==> config.mk <==
export PLATFORM = sky130hd
export DESIGN_NAME = lbfm_fault_mgr
export DESIGN_NICKNAME = d
export VERILOG_FILES = /design/src/hw/lbfm_pkg.sv /design/src/hw/lbfm_fault_mgr.sv /design/src/hw/lbfm_run_cnt.sv
export VERILOG_INCLUDE_DIRS = /design/src /design/src/hw
export SDC_FILE = /design/constraint.sdc
export NUM_CORES = 1
export LEC_CHECK = 0
export BUFFER_PORTS_ARGS = -buffer_cell sky130_fd_sc_hd__buf_2
export CAP_MARGIN = 5
export CORE_MARGIN = 1
export CORE_UTILIZATION = 45
export DETAILED_ROUTE_END_ITERATION = 16
export GPL_ROUTABILITY_DRIVEN = 0
export MAX_ROUTING_LAYER = met4
export PLACE_DENSITY_LB_ADDON = 0.12
export SLEW_MARGIN = 5
export SYNTH_ARGS = -nofsm -noshare
export SYNTH_HDL_FRONTEND = slang
export SYNTH_SLANG_ARGS = --single-unit
==> constraint.sdc <==
create_clock -name clk_sys -period 2.3 [get_ports clk_sys]
set_input_delay 0.345 -clock clk_sys [delete_from_list [all_inputs] [get_ports clk_sys]]
set_output_delay 0.345 -clock clk_sys [all_outputs]
set_load 0.01 [all_outputs]
==> src/hw/lbfm_cfg.svh <==
/*
 * Constants for the LED boost fault manager: channel count, timing figures
 * and the cycle counts derived from them.
 * Assumes a 20 MHz system clock; included by bare name.
 */
`ifndef LBFM_CFG_SVH
`define LBFM_CFG_SVH

`define LBFM_NUM_CH 4
`define LBFM_CLK_MHZ 20
// Dimming-low shutdown time in switching clock cycles.
`define LBFM_DIM_LOW_CYCLES 32750
// Undervoltage filter time in microseconds, then in system cycles (longer than this disables).
`define LBFM_UV_FILTER_US 50
`define LBFM_UV_FILTER_CYC (`LBFM_UV_FILTER_US * `LBFM_CLK_MHZ)
// Input overcurrent shutdown bound in microseconds, then in system cycles (rounded down).
`define LBFM_IOC_BOUND_US 3
`define LBFM_IOC_BOUND_CYC (`LBFM_IOC_BOUND_US * `LBFM_CLK_MHZ)
`define LBFM_CNT_W 16

`endif

==> src/hw/lbfm_pkg.sv <==
/*
 * Types shared by the fault manager and its filter counter.
 * Assumes lbfm_cfg.svh supplies the sizes.
 */
`include "lbfm_cfg.svh"
package lbfm_pkg;
   timeunit 1ns;
   timeprecision 1ns;
   typedef logic [`LBFM_NUM_CH-1:0] lbfm_ch_t;
   // Comparator results, all synchronous to clk_sys.
   typedef struct packed {
      lbfm_ch_t ch_short;
      lbfm_ch_t ch_in_reg;
      lbfm_ch_t ch_open;
      logic out_ov;
      logic out_low;
      logic sw_node_ov;
      logic sw_ilim;
      logic sw_ilim2;
      logic in_ocp;
      logic uv_low;
   } lbfm_sense_t;
   typedef struct packed {
      logic boost_on;
      lbfm_ch_t sink_en;
      logic disc_gate_on;
      logic fault_n;
   } lbfm_drive_t;
   typedef enum logic [2:0] {LBFM_SHUTDOWN, LBFM_DETECT, LBFM_RUN, LBFM_OV_HOLD, LBFM_LATCHED} lbfm_state_t;
endpackage : lbfm_pkg

==> src/hw/lbfm_fault_mgr.sv <==
/*
 * Fault manager for a multi-string LED boost driver: channel removal,
 * overvoltage hold, latched shutdowns and dimming/undervoltage clearing.
 * Assumes synchronous comparator inputs and a one-cycle switching tick.
 */
`include "lbfm_cfg.svh"
module lbfm_fault_mgr (
   // Clock and reset
   input wire logic clk_sys,
   input wire logic rst,
   // Switching clock tick and dimming input
   input wire logic sw_tick,
   input wire logic dim_in,
   // Comparator results
   input wire lbfm_pkg::lbfm_sense_t sense,
   // Drives and status
   output lbfm_pkg::lbfm_drive_t drive,
   output lbfm_pkg::lbfm_ch_t removed_ch,
   output lbfm_pkg::lbfm_state_t state
);
   timeunit 1ns;
   timeprecision 1ns;
   import lbfm_pkg::*;

   lbfm_state_t st_q;
   lbfm_ch_t short_rm_q;
   lbfm_ch_t open_rm_q;
   logic dim_q;
   logic ilim_q;
   logic uv_done;
   logic dim_done;
   logic dim_rise;
   logic latch_ev;
   logic clear_ev;
   logic any_reg;

   assign dim_rise = dim_in && !dim_q;
   assign any_reg = |sense.ch_in_reg;
   assign latch_ev = sense.sw_node_ov || sense.sw_ilim2 || sense.in_ocp;
   assign clear_ev = dim_done || uv_done;

   lbfm_run_cnt #(.LIMIT(16'(`LBFM_DIM_LOW_CYCLES))) dim_cnt (
      .clk_sys(clk_sys),
      .rst(rst),
      .tick(sw_tick),
      .cond(!dim_in),
      .done(dim_done)
   );

   lbfm_run_cnt #(.LIMIT(16'(`LBFM_UV_FILTER_CYC))) uv_cnt (
      .clk_sys(clk_sys),
      .rst(rst),
      .tick(1'b1),
      .cond(sense.uv_low),
      .done(uv_done)
   );

   always_ff @(posedge clk_sys) begin
      if (rst) begin
         dim_q <= 1'b0;
      end else begin
         dim_q <= dim_in;
      end
   end

   // truncate only the cycle in which the limit is hit
   always_ff @(posedge clk_sys) begin
      if (rst || sw_tick) begin
         ilim_q <= 1'b0;
      end else if (sense.sw_ilim) begin
         ilim_q <= 1'b1;
      end
   end

   always_ff @(posedge clk_sys) begin
      if (rst) begin
         st_q <= LBFM_SHUTDOWN;
      end else if (clear_ev) begin
         st_q <= LBFM_SHUTDOWN;
      end else begin
         case (st_q)
            LBFM_SHUTDOWN: begin
               if (dim_in) begin
                  st_q <= LBFM_DETECT;
               end
            end
            LBFM_DETECT: begin
               if (sense.sw_ilim2 || sense.in_ocp) begin
                  st_q <= LBFM_LATCHED;
               end else begin
                  st_q <= LBFM_RUN;
               end
            end
            LBFM_RUN: begin
               if (latch_ev) begin
                  st_q <= LBFM_LATCHED;
               end else if (sense.out_ov) begin
                  st_q <= LBFM_OV_HOLD;
               end
            end
            LBFM_OV_HOLD: begin
               if (latch_ev) begin
                  st_q <= LBFM_LATCHED;
               end else if (sense.out_low) begin
                  st_q <= LBFM_RUN;
               end
            end
            LBFM_LATCHED: st_q <= LBFM_LATCHED;
            default: st_q <= LBFM_SHUTDOWN;
         endcase
      end
   end

   always_ff @(posedge clk_sys) begin
      if (rst || clear_ev) begin
         short_rm_q <= '0;
      end else if (dim_rise) begin
         short_rm_q <= any_reg ? (short_rm_q & sense.ch_short) : '0;
      end else if (any_reg && (st_q == LBFM_RUN || st_q == LBFM_OV_HOLD)) begin
         short_rm_q <= short_rm_q | sense.ch_short;
      end
   end

   // open string removed during overvoltage hold
   always_ff @(posedge clk_sys) begin
      if (rst || clear_ev) begin
         open_rm_q <= '0;
      end else if (st_q == LBFM_OV_HOLD) begin
         open_rm_q <= open_rm_q | sense.ch_open;
      end
   end

   always_comb begin
      drive.fault_n = (st_q != LBFM_LATCHED);
      drive.disc_gate_on = (st_q != LBFM_LATCHED) && (st_q != LBFM_SHUTDOWN) && !sense.in_ocp;
      drive.boost_on = (st_q == LBFM_RUN) && dim_in && !latch_ev && !ilim_q && !sense.sw_ilim;
      if ((st_q == LBFM_RUN || st_q == LBFM_OV_HOLD) && dim_in) begin
         drive.sink_en = ~(short_rm_q | open_rm_q);
      end else begin
         drive.sink_en = '0;
      end
   end

   assign removed_ch = short_rm_q | open_rm_q;
   assign state = st_q;

   latch_hold_a: assert property (@(posedge clk_sys) disable iff (rst)
      st_q == LBFM_LATCHED && !clear_ev |=> st_q == LBFM_LATCHED) else $error("latch left without clear");
   latch_outs_a: assert property (@(posedge clk_sys) disable iff (rst)
      st_q == LBFM_LATCHED |-> !drive.boost_on && drive.sink_en == '0 && !drive.disc_gate_on && !drive.fault_n)
      else $error("latched drives not off");
   ocp_gate_a: assert property (@(posedge clk_sys) disable iff (rst)
      sense.in_ocp |-> !drive.disc_gate_on) else $error("gate on during input overcurrent");
   ocp_latch_a: assert property (@(posedge clk_sys) disable iff (rst)
      sense.in_ocp && st_q == LBFM_RUN && !clear_ev |=> st_q == LBFM_LATCHED ##1 !drive.fault_n)
      else $error("input overcurrent not latched");
   ov_nolatch_a: assert property (@(posedge clk_sys) disable iff (rst)
      st_q == LBFM_RUN && sense.out_ov && !latch_ev && !clear_ev |=> st_q == LBFM_OV_HOLD && drive.fault_n)
      else $error("overvoltage handling wrong");
   ov_resume_a: assert property (@(posedge clk_sys) disable iff (rst)
      st_q == LBFM_OV_HOLD && sense.out_low && !latch_ev && !clear_ev |=> st_q == LBFM_RUN)
      else $error("no resume after overvoltage");
   ilim_cycle_a: assert property (@(posedge clk_sys) disable iff (rst)
      sense.sw_ilim && st_q == LBFM_RUN |-> drive.fault_n && drive.disc_gate_on == !sense.in_ocp)
      else $error("cycle limit touched flag or gate");
   dim_clear_a: assert property (@(posedge clk_sys) disable iff (rst)
      dim_done |=> st_q == LBFM_SHUTDOWN && short_rm_q == '0) else $error("dimming shutdown did not clear");
   short_rm_a: assert property (@(posedge clk_sys) disable iff (rst)
      st_q == LBFM_RUN && any_reg && !dim_rise && !clear_ev |=> (short_rm_q & $past(sense.ch_short)) == $past(sense.ch_short))
      else $error("short channel not removed");
   all_high_a: assert property (@(posedge clk_sys) disable iff (rst)
      !any_reg && !dim_rise && !clear_ev |=> short_rm_q == $past(short_rm_q)) else $error("removal without regulation");

   // Bound for the input overcurrent shutdown, in system cycles.
   localparam int IOC_MAX = `LBFM_IOC_BOUND_CYC;
   ocp_bound_a: assert property (@(posedge clk_sys) disable iff (rst)
      sense.in_ocp && st_q != LBFM_SHUTDOWN |-> ##[1:IOC_MAX] (!drive.fault_n || st_q == LBFM_SHUTDOWN))
      else $error("input overcurrent not shut down in time");
   sec_ilim_a: assert property (@(posedge clk_sys) disable iff (rst)
      sense.sw_ilim2 |-> !drive.boost_on) else $error("boost on during secondary limit");
   ilim_hold_a: assert property (@(posedge clk_sys) disable iff (rst)
      sense.sw_ilim && !sw_tick |=> ilim_q && !drive.boost_on) else $error("truncation not held to cycle end");
   ilim_next_a: assert property (@(posedge clk_sys) disable iff (rst)
      sw_tick |=> !ilim_q) else $error("truncation spilled into next cycle");
   detect_run_a: assert property (@(posedge clk_sys) disable iff (rst)
      st_q == LBFM_DETECT && !sense.sw_ilim2 && !sense.in_ocp && !clear_ev |=> st_q == LBFM_RUN)
      else $error("detection did not hand over to run");
   open_rm_a: assert property (@(posedge clk_sys) disable iff (rst)
      st_q == LBFM_OV_HOLD && !clear_ev |=> (open_rm_q & $past(sense.ch_open)) == $past(sense.ch_open))
      else $error("open string not removed");
   recheck_a: assert property (@(posedge clk_sys) disable iff (rst)
      dim_rise && any_reg && !clear_ev |=> short_rm_q == ($past(short_rm_q) & $past(sense.ch_short)))
      else $error("recheck did not restore cleared channels");

   cov_latch_c: cover property (@(posedge clk_sys) st_q == LBFM_LATCHED ##1 st_q == LBFM_SHUTDOWN);
   cov_ov_c: cover property (@(posedge clk_sys) st_q == LBFM_OV_HOLD ##1 st_q == LBFM_RUN);
   cov_recheck_c: cover property (@(posedge clk_sys) dim_rise && short_rm_q != '0);
   cov_open_c: cover property (@(posedge clk_sys) st_q == LBFM_OV_HOLD && sense.ch_open != '0);
   cov_trunc_c: cover property (@(posedge clk_sys) ilim_q && !sense.sw_ilim);
endmodule : lbfm_fault_mgr

==> src/hw/lbfm_run_cnt.sv <==
/*
 * Saturating run-length counter: counts ticks while cond is high, clears
 * when it drops, and raises done once the count reaches the limit.
 * Assumes synchronous active-high reset on clk_sys.
 */
`include "lbfm_cfg.svh"
module lbfm_run_cnt #(
   parameter logic [`LBFM_CNT_W-1:0] LIMIT = 16'h0001
) (
   // Clock and reset
   input wire logic clk_sys,
   input wire logic rst,
   // Counting
   input wire logic tick,
   input wire logic cond,
   output logic done
);
   timeunit 1ns;
   timeprecision 1ns;
   import lbfm_pkg::*;
   logic [`LBFM_CNT_W-1:0] cnt_q;

   always_ff @(posedge clk_sys) begin
      if (rst || !cond) begin
         cnt_q <= '0;
      end else if (tick && cnt_q != LIMIT) begin
         cnt_q <= cnt_q + 16'h0001;
      end
   end

   assign done = cond && (cnt_q == LIMIT);

   cnt_restart_a: assert property (@(posedge clk_sys) disable iff (rst)
      !cond |=> cnt_q == '0) else $error("run counter did not restart");
endmodule : lbfm_run_cnt

=== Word level (Yosys, flattened, before mapping) ===
Cells that the tools add are included.

* Flip-flop bits (word level): 45
* Latch bits: 0
* Memory bits (writable): 0
* Memory bits (read-only): 0
* Bits of input ports: 23
* Output and inout port bits: 14
* Logic and storage cells: 71
* Memories kept: 0

* Add/subtract/negate cells: 2
* Multipliers: 0
* Divide/modulo/power cells: 0
* Order comparisons: 0
* Equal/unequal tests: 12
* Shifts and indexed selects: 0
* Muxes and demuxes: 11
* Bitwise gates (word level): 5
* Reductions and logical operators: 34

{| class="wikitable"
|+ Operator list
! cell !! number
|-
| adder 16 x 1 -> 16 bit, second input constant || 2
|-
| two-way mux 3 bit || 6
|-
| equality test 16 x 10 -> 1 bit, second input constant || 1
|-
| equality test 16 x 15 -> 1 bit, second input constant || 1
|-
| two-way mux 4 bit || 4
|-
| inequality test 16 x 10 -> 1 bit, second input constant || 1
|-
| inequality test 16 x 15 -> 1 bit, second input constant || 1
|-
| one-hot mux 3 bit (5 select lines) || 1
|-
| logical AND 1 bit || 12
|-
| bitwise OR 4 bit || 3
|-
| logical OR 1 bit || 9
|-
| inequality test 3 bit, second input constant || 3
|-
| logical NOT 1 bit || 7
|-
| equality test 3 x 2 -> 1 bit, second input constant || 2
|-
| bitwise AND 4 bit || 1
|-
| inverter 4 bit || 1
|-
| OR reduction 4 bit || 1
|-
| equality test 3 x 1 -> 1 bit, second input constant || 1
|-
| equality test 3 bit, second input constant || 1
|-
| logical NOT 3 bit || 1
|-
| AND reduction 3 bit || 1
|-
| nonzero test 3 bit || 1
|-
| inequality test 2 bit, second input constant || 1
|-
| nonzero test 2 bit || 1
|-
| OR reduction 2 bit || 1
|}

=== Longest topological paths before layout ===
* Word-level depth: 6
* Depth in mapped cells: 7

=== Cells and area by module ===
A second synthesis with hierarchy kept.

* Cells, all modules: 256
* Area, all modules: 2265.9 um^2

{| class="wikitable"
|+ By module, submodules not included
! module !! times used !! cells each !! area an instance (um^2) !! sequential area each (um^2)
|-
| lbfm_run_cnt at dim_cnt || 1 || 92 || 834.6 || 320.3
|-
| lbfm_run_cnt at uv_cnt || 1 || 91 || 814.5 || 320.3
|-
| lbfm_fault_mgr || 1 || 73 || 616.8 || 260.2
|}

=== Worst setup path before layout ===
Ideal clock, no wire load.

* Path type: flip-flop to flip-flop
* From: register uv_cnt.cnt_q[10]
* To: register uv_cnt.cnt_q[1]
* Setup time: 128 ps
* Arrival time: 1607 ps
* Path slack: 565 ps
* Cell stages (with the launch flop): 5
* Path buffers: 0
* Period minus slack after synthesis: 1735 ps
* Cell sequence: dfxtp_1 or4b_4 or4_4 mux2i_1 nor2_1

* Cells in the longest elaborated chain, start to end: 1

{| class="wikitable"
|+ Ends and longest elaborated chain
! what !! line !! source
|-
| start, declared || lbfm_run_cnt.sv:21 || <nowiki>logic [`LBFM_CNT_W-1:0] cnt_q;</nowiki>
|-
| start signal, assigned || lbfm_run_cnt.sv:27 || <nowiki>cnt_q <= cnt_q + 16'h0001;</nowiki>
|-
| inequality test 16 x 10 -> 1 bit || lbfm_run_cnt.sv:26 || <nowiki>end else if (tick && cnt_q != LIMIT) begin</nowiki>
|}

No other way between the ends.
A chain may end at the register's enable or synchronous reset.

=== Worst setup path after layout ===
* From: register uv_cnt.cnt_q[10]
* To: register st_q[1], in the netlist state[1]

* Cells in the longest elaborated chain, start to end: 4

{| class="wikitable"
|+ Ends and longest elaborated chain
! what !! line !! source
|-
| equality test 16 x 10 -> 1 bit || lbfm_run_cnt.sv:31 || <nowiki>assign done = cond && (cnt_q == LIMIT);</nowiki>
|-
| logical AND 1 bit || lbfm_run_cnt.sv:31 ||
|-
| logical OR 1 bit || lbfm_fault_mgr.sv:40 || <nowiki>assign clear_ev = dim_done || uv_done;</nowiki>
|-
| OR reduction 2 bit (no line) || - ||
|-
| end signal, assigned || lbfm_fault_mgr.sv:77 || <nowiki>st_q <= LBFM_SHUTDOWN;</nowiki>
|-
| end signal, assigned || lbfm_fault_mgr.sv:79 || <nowiki>st_q <= LBFM_SHUTDOWN;</nowiki>
|-
| end signal, assigned || lbfm_fault_mgr.sv:84 || <nowiki>st_q <= LBFM_DETECT;</nowiki>
|-
| end, declared || lbfm_fault_mgr.sv:25 || <nowiki>lbfm_state_t st_q;</nowiki>
|}

No other way between the ends.

==> results.json <==
{
  "hpwl_mm": 3.06,
  "reg2reg_to": "state[1]",
  "coreArea_sq_um": 4440,
  "grt_max_degree": 17,
  "setup_tns_ns": 0,
  "synth_edf_count": 0,
  "r2r_cells": 4,
  "p_sw_frac": 0.214,
  "fin_crit_sh": 0.817,
  "p_comb_frac": 0.057,
  "grt_usage": 0.195,
  "syn_nets": 276,
  "syn2layout_area_growth_pct": 16.9,
  "setup_violations": 0,
  "viasPerCell": 5.45,
  "synth_cell_type_count": 43,
  "clk_pin_slew_ns": 0.08,
  "synthFlopType": "dfxtp_1",
  "critPathLaunch": "uv_cnt.cnt_q[10]",
  "layout-drive-gt1-share": 0.203,
  "h-tree-depth": 2,
  "setup.worst_path.class": "reg -> reg",
  "cts.repair.resized": 0,
  "status": "completed",
  "wl_per_cell_um": 12.3,
  "cts_hold_buffers": 0,
  "ys_seq_elements": 45,
  "fmax_mhz": 532,
  "antenna_found_initial": 0,
  "post-route-util": 0.561,
  "numCtsBuffers": 5,
  "ios": 37,
  "grt_pass1_wl_mm": 7.61,
  "worst_pin_slew_ns": 0.535,
  "clockRootBuffer": "clkbuf_8",
  "synth_top_area_frac": 0.423,
  "cap_violations": 0,
  "crit_path_max_fanout": 11,
  "synth.area.top_cells": "dfxtp_1, nor2_1, xor2_1",
  "num_antenna_cells": 0,
  "hold_violations": 0,
  "start_util": 0.480,
  "design.die.area_sq_um": 5020,
  "routed_wl_mm": 4.20,
  "slew_violations": 0,
  "p_sw_uw": 322,
  "ys_seq_area_frac": 0.423,
  "critPathRequiredTime_ns": 2.47,
  "p_int_uw": 1180,
  "cts_setup_buffers": 0,
  "relSlewSlack": 0.640,
  "arrival_ns": 2.05,
  "insertion_delay_ns": 0.30,
  "critPathCapture": "state[1]",
  "clkPwrFrac": 0.413,
  "synth.largest_area_cell": "dfxtp_1",
  "final_nets": 316,
  "min_path_type": "in -> reg",
  "grt_pass1_vias": 1711,
  "grt_overflow": 0,
  "ant_nets": 0,
  "async_flop_share": 0,
  "drcViolationCount": 0,
  "powerDensity_nw_per_um2": 602,
  "rsz0062_at_grt": "no",
  "syn_inst": 249,
  "min_period_ns": 1.88,
  "cts_tree": "built",
  "leakage_uw": 0.000979,
  "die_width_um": 70.8,
  "die_h_um": 70.8,
  "cp-start-kind": "register",
  "drtIter0Drc": 114,
  "skew_ns": 0.00984,
  "io_buffers": 36,
  "avgSynthCellArea_sq_um": 8.56,
  "rows": 24,
  "vias": 1863,
  "clockBufferDepth": 2,
  "cts.sinks": 45,
  "syn_area_sq_um": 2130,
  "synth.most_common_cell": "dfxtp_1",
  "ys_top_cells_by_count": "dfxtp_1, nor2_1, nand2_1",
  "rrSetupSlack_ns": 0.42,
  "first_pass_iters": 6,
  "ys.warnings.count": 0,
  "end_kind": "register",
  "fillerInstances": 436,
  "r2r-start": "uv_cnt.cnt_q[10]",
  "seq_power_share": 0.530,
  "max-vdd-ir-drop_mv": 0.366
}
-- area by class of cell --
type / instances / area [sq um] / share of cell area
flip-flops and latches: 45 / 901 / 0.361
inverters: 7 / 26.3 / 0.0105
clock inverters: 1 / 30.0 / 0.0120
multi-input cells: 191 / 1180 / 0.474
well taps: 52 / 65.1 / 0.0261
repair buffers: 39 / 203 / 0.0813
clock buffers: 7 / 86.3 / 0.0346
-- sequential cells by signal (all words and copies together) (netlist names) --
register       flops
state              3
dim_cnt.cnt_q     16
uv_cnt.cnt_q      16
open_rm_q          4
dim_q              1
ilim_q             1
short_rm_q         4
-- kinds of logic after synthesis --
family                   count (synthesis)  synth area share
AO/OA/AOI/OAI                           40             0.128
XOR/XNOR                                18            0.0739
adder cells (fa/ha/maj)                  4            0.0235
buffers and inverters                   13            0.0235
flip-flops                              45             0.423
multiplexers                             1           0.00470
AND/OR/NAND/NOR                        128             0.324
-- per-stage QoR --
stage	hold WS, ns	setup WS (ns)	power (uW)	cell area (sq um)	cells
floorplan	0.412	0.565	860	2130	249
global placement	0.445	0.435	901	2380	334
detailed placement	0.450	0.414	901	2380	334
CTS	0.252	0.388	1510	2490	342
global route	0.273	0.286	1570	2490	342
finish	0.259	0.420	1500	2490	342
-- layout by cell type, fill, tap and decap left out, types with 7 or more instances in the layout --
cell type,n
a21oi_1,15
buf_2,36
dfxtp_1,45
inv_1,7
nand2_1,17
nand3_1,9
nand4_1,10
nor2_1,42
nor3_1,10
xnor2_1,8
xor2_1,10
-- critical path: stages (launching register included) --
cell	delay, ns
dfxtp_1	0.37
or4b_4	0.55
o41ai_1	0.40
a21o_1	0.33
a2111oi_0	0.11
-- per-layer routing --
layer	global-route usage	vias to the layer above	part of all wire
li1	-	979	-
met1	0.255	844	0.50
met2	0.295	32	0.44
met3	0.0399	8	0.038
met4	0.0800	0	0.018
met5	-	-	0
-- how the worst min path moves through the flow --
stage / from / end / cells after the start
after global routing: sense[4] / state[1] / 2
after CTS: sense[4] / state[1] / 2
final: sense[4] / state[1] / 2
after floorplan: rst / dim_q / 1
after detailed placement: open_rm_q[3] / open_rm_q[3] / 2
after global placement: open_rm_q[1] / open_rm_q[1] / 2
-- power by group through the flow --
stage	sequential (uW)	combinational [uW]	clock [uW]
finish	796	85.9	620
global route	798	98.6	671
floorplan	814	46.3	0
CTS	796	87.2	632
detailed placement	814	86.7	0
global placement	814	86.8	0
Note: power is estimated with default switching activity, not from simulation.
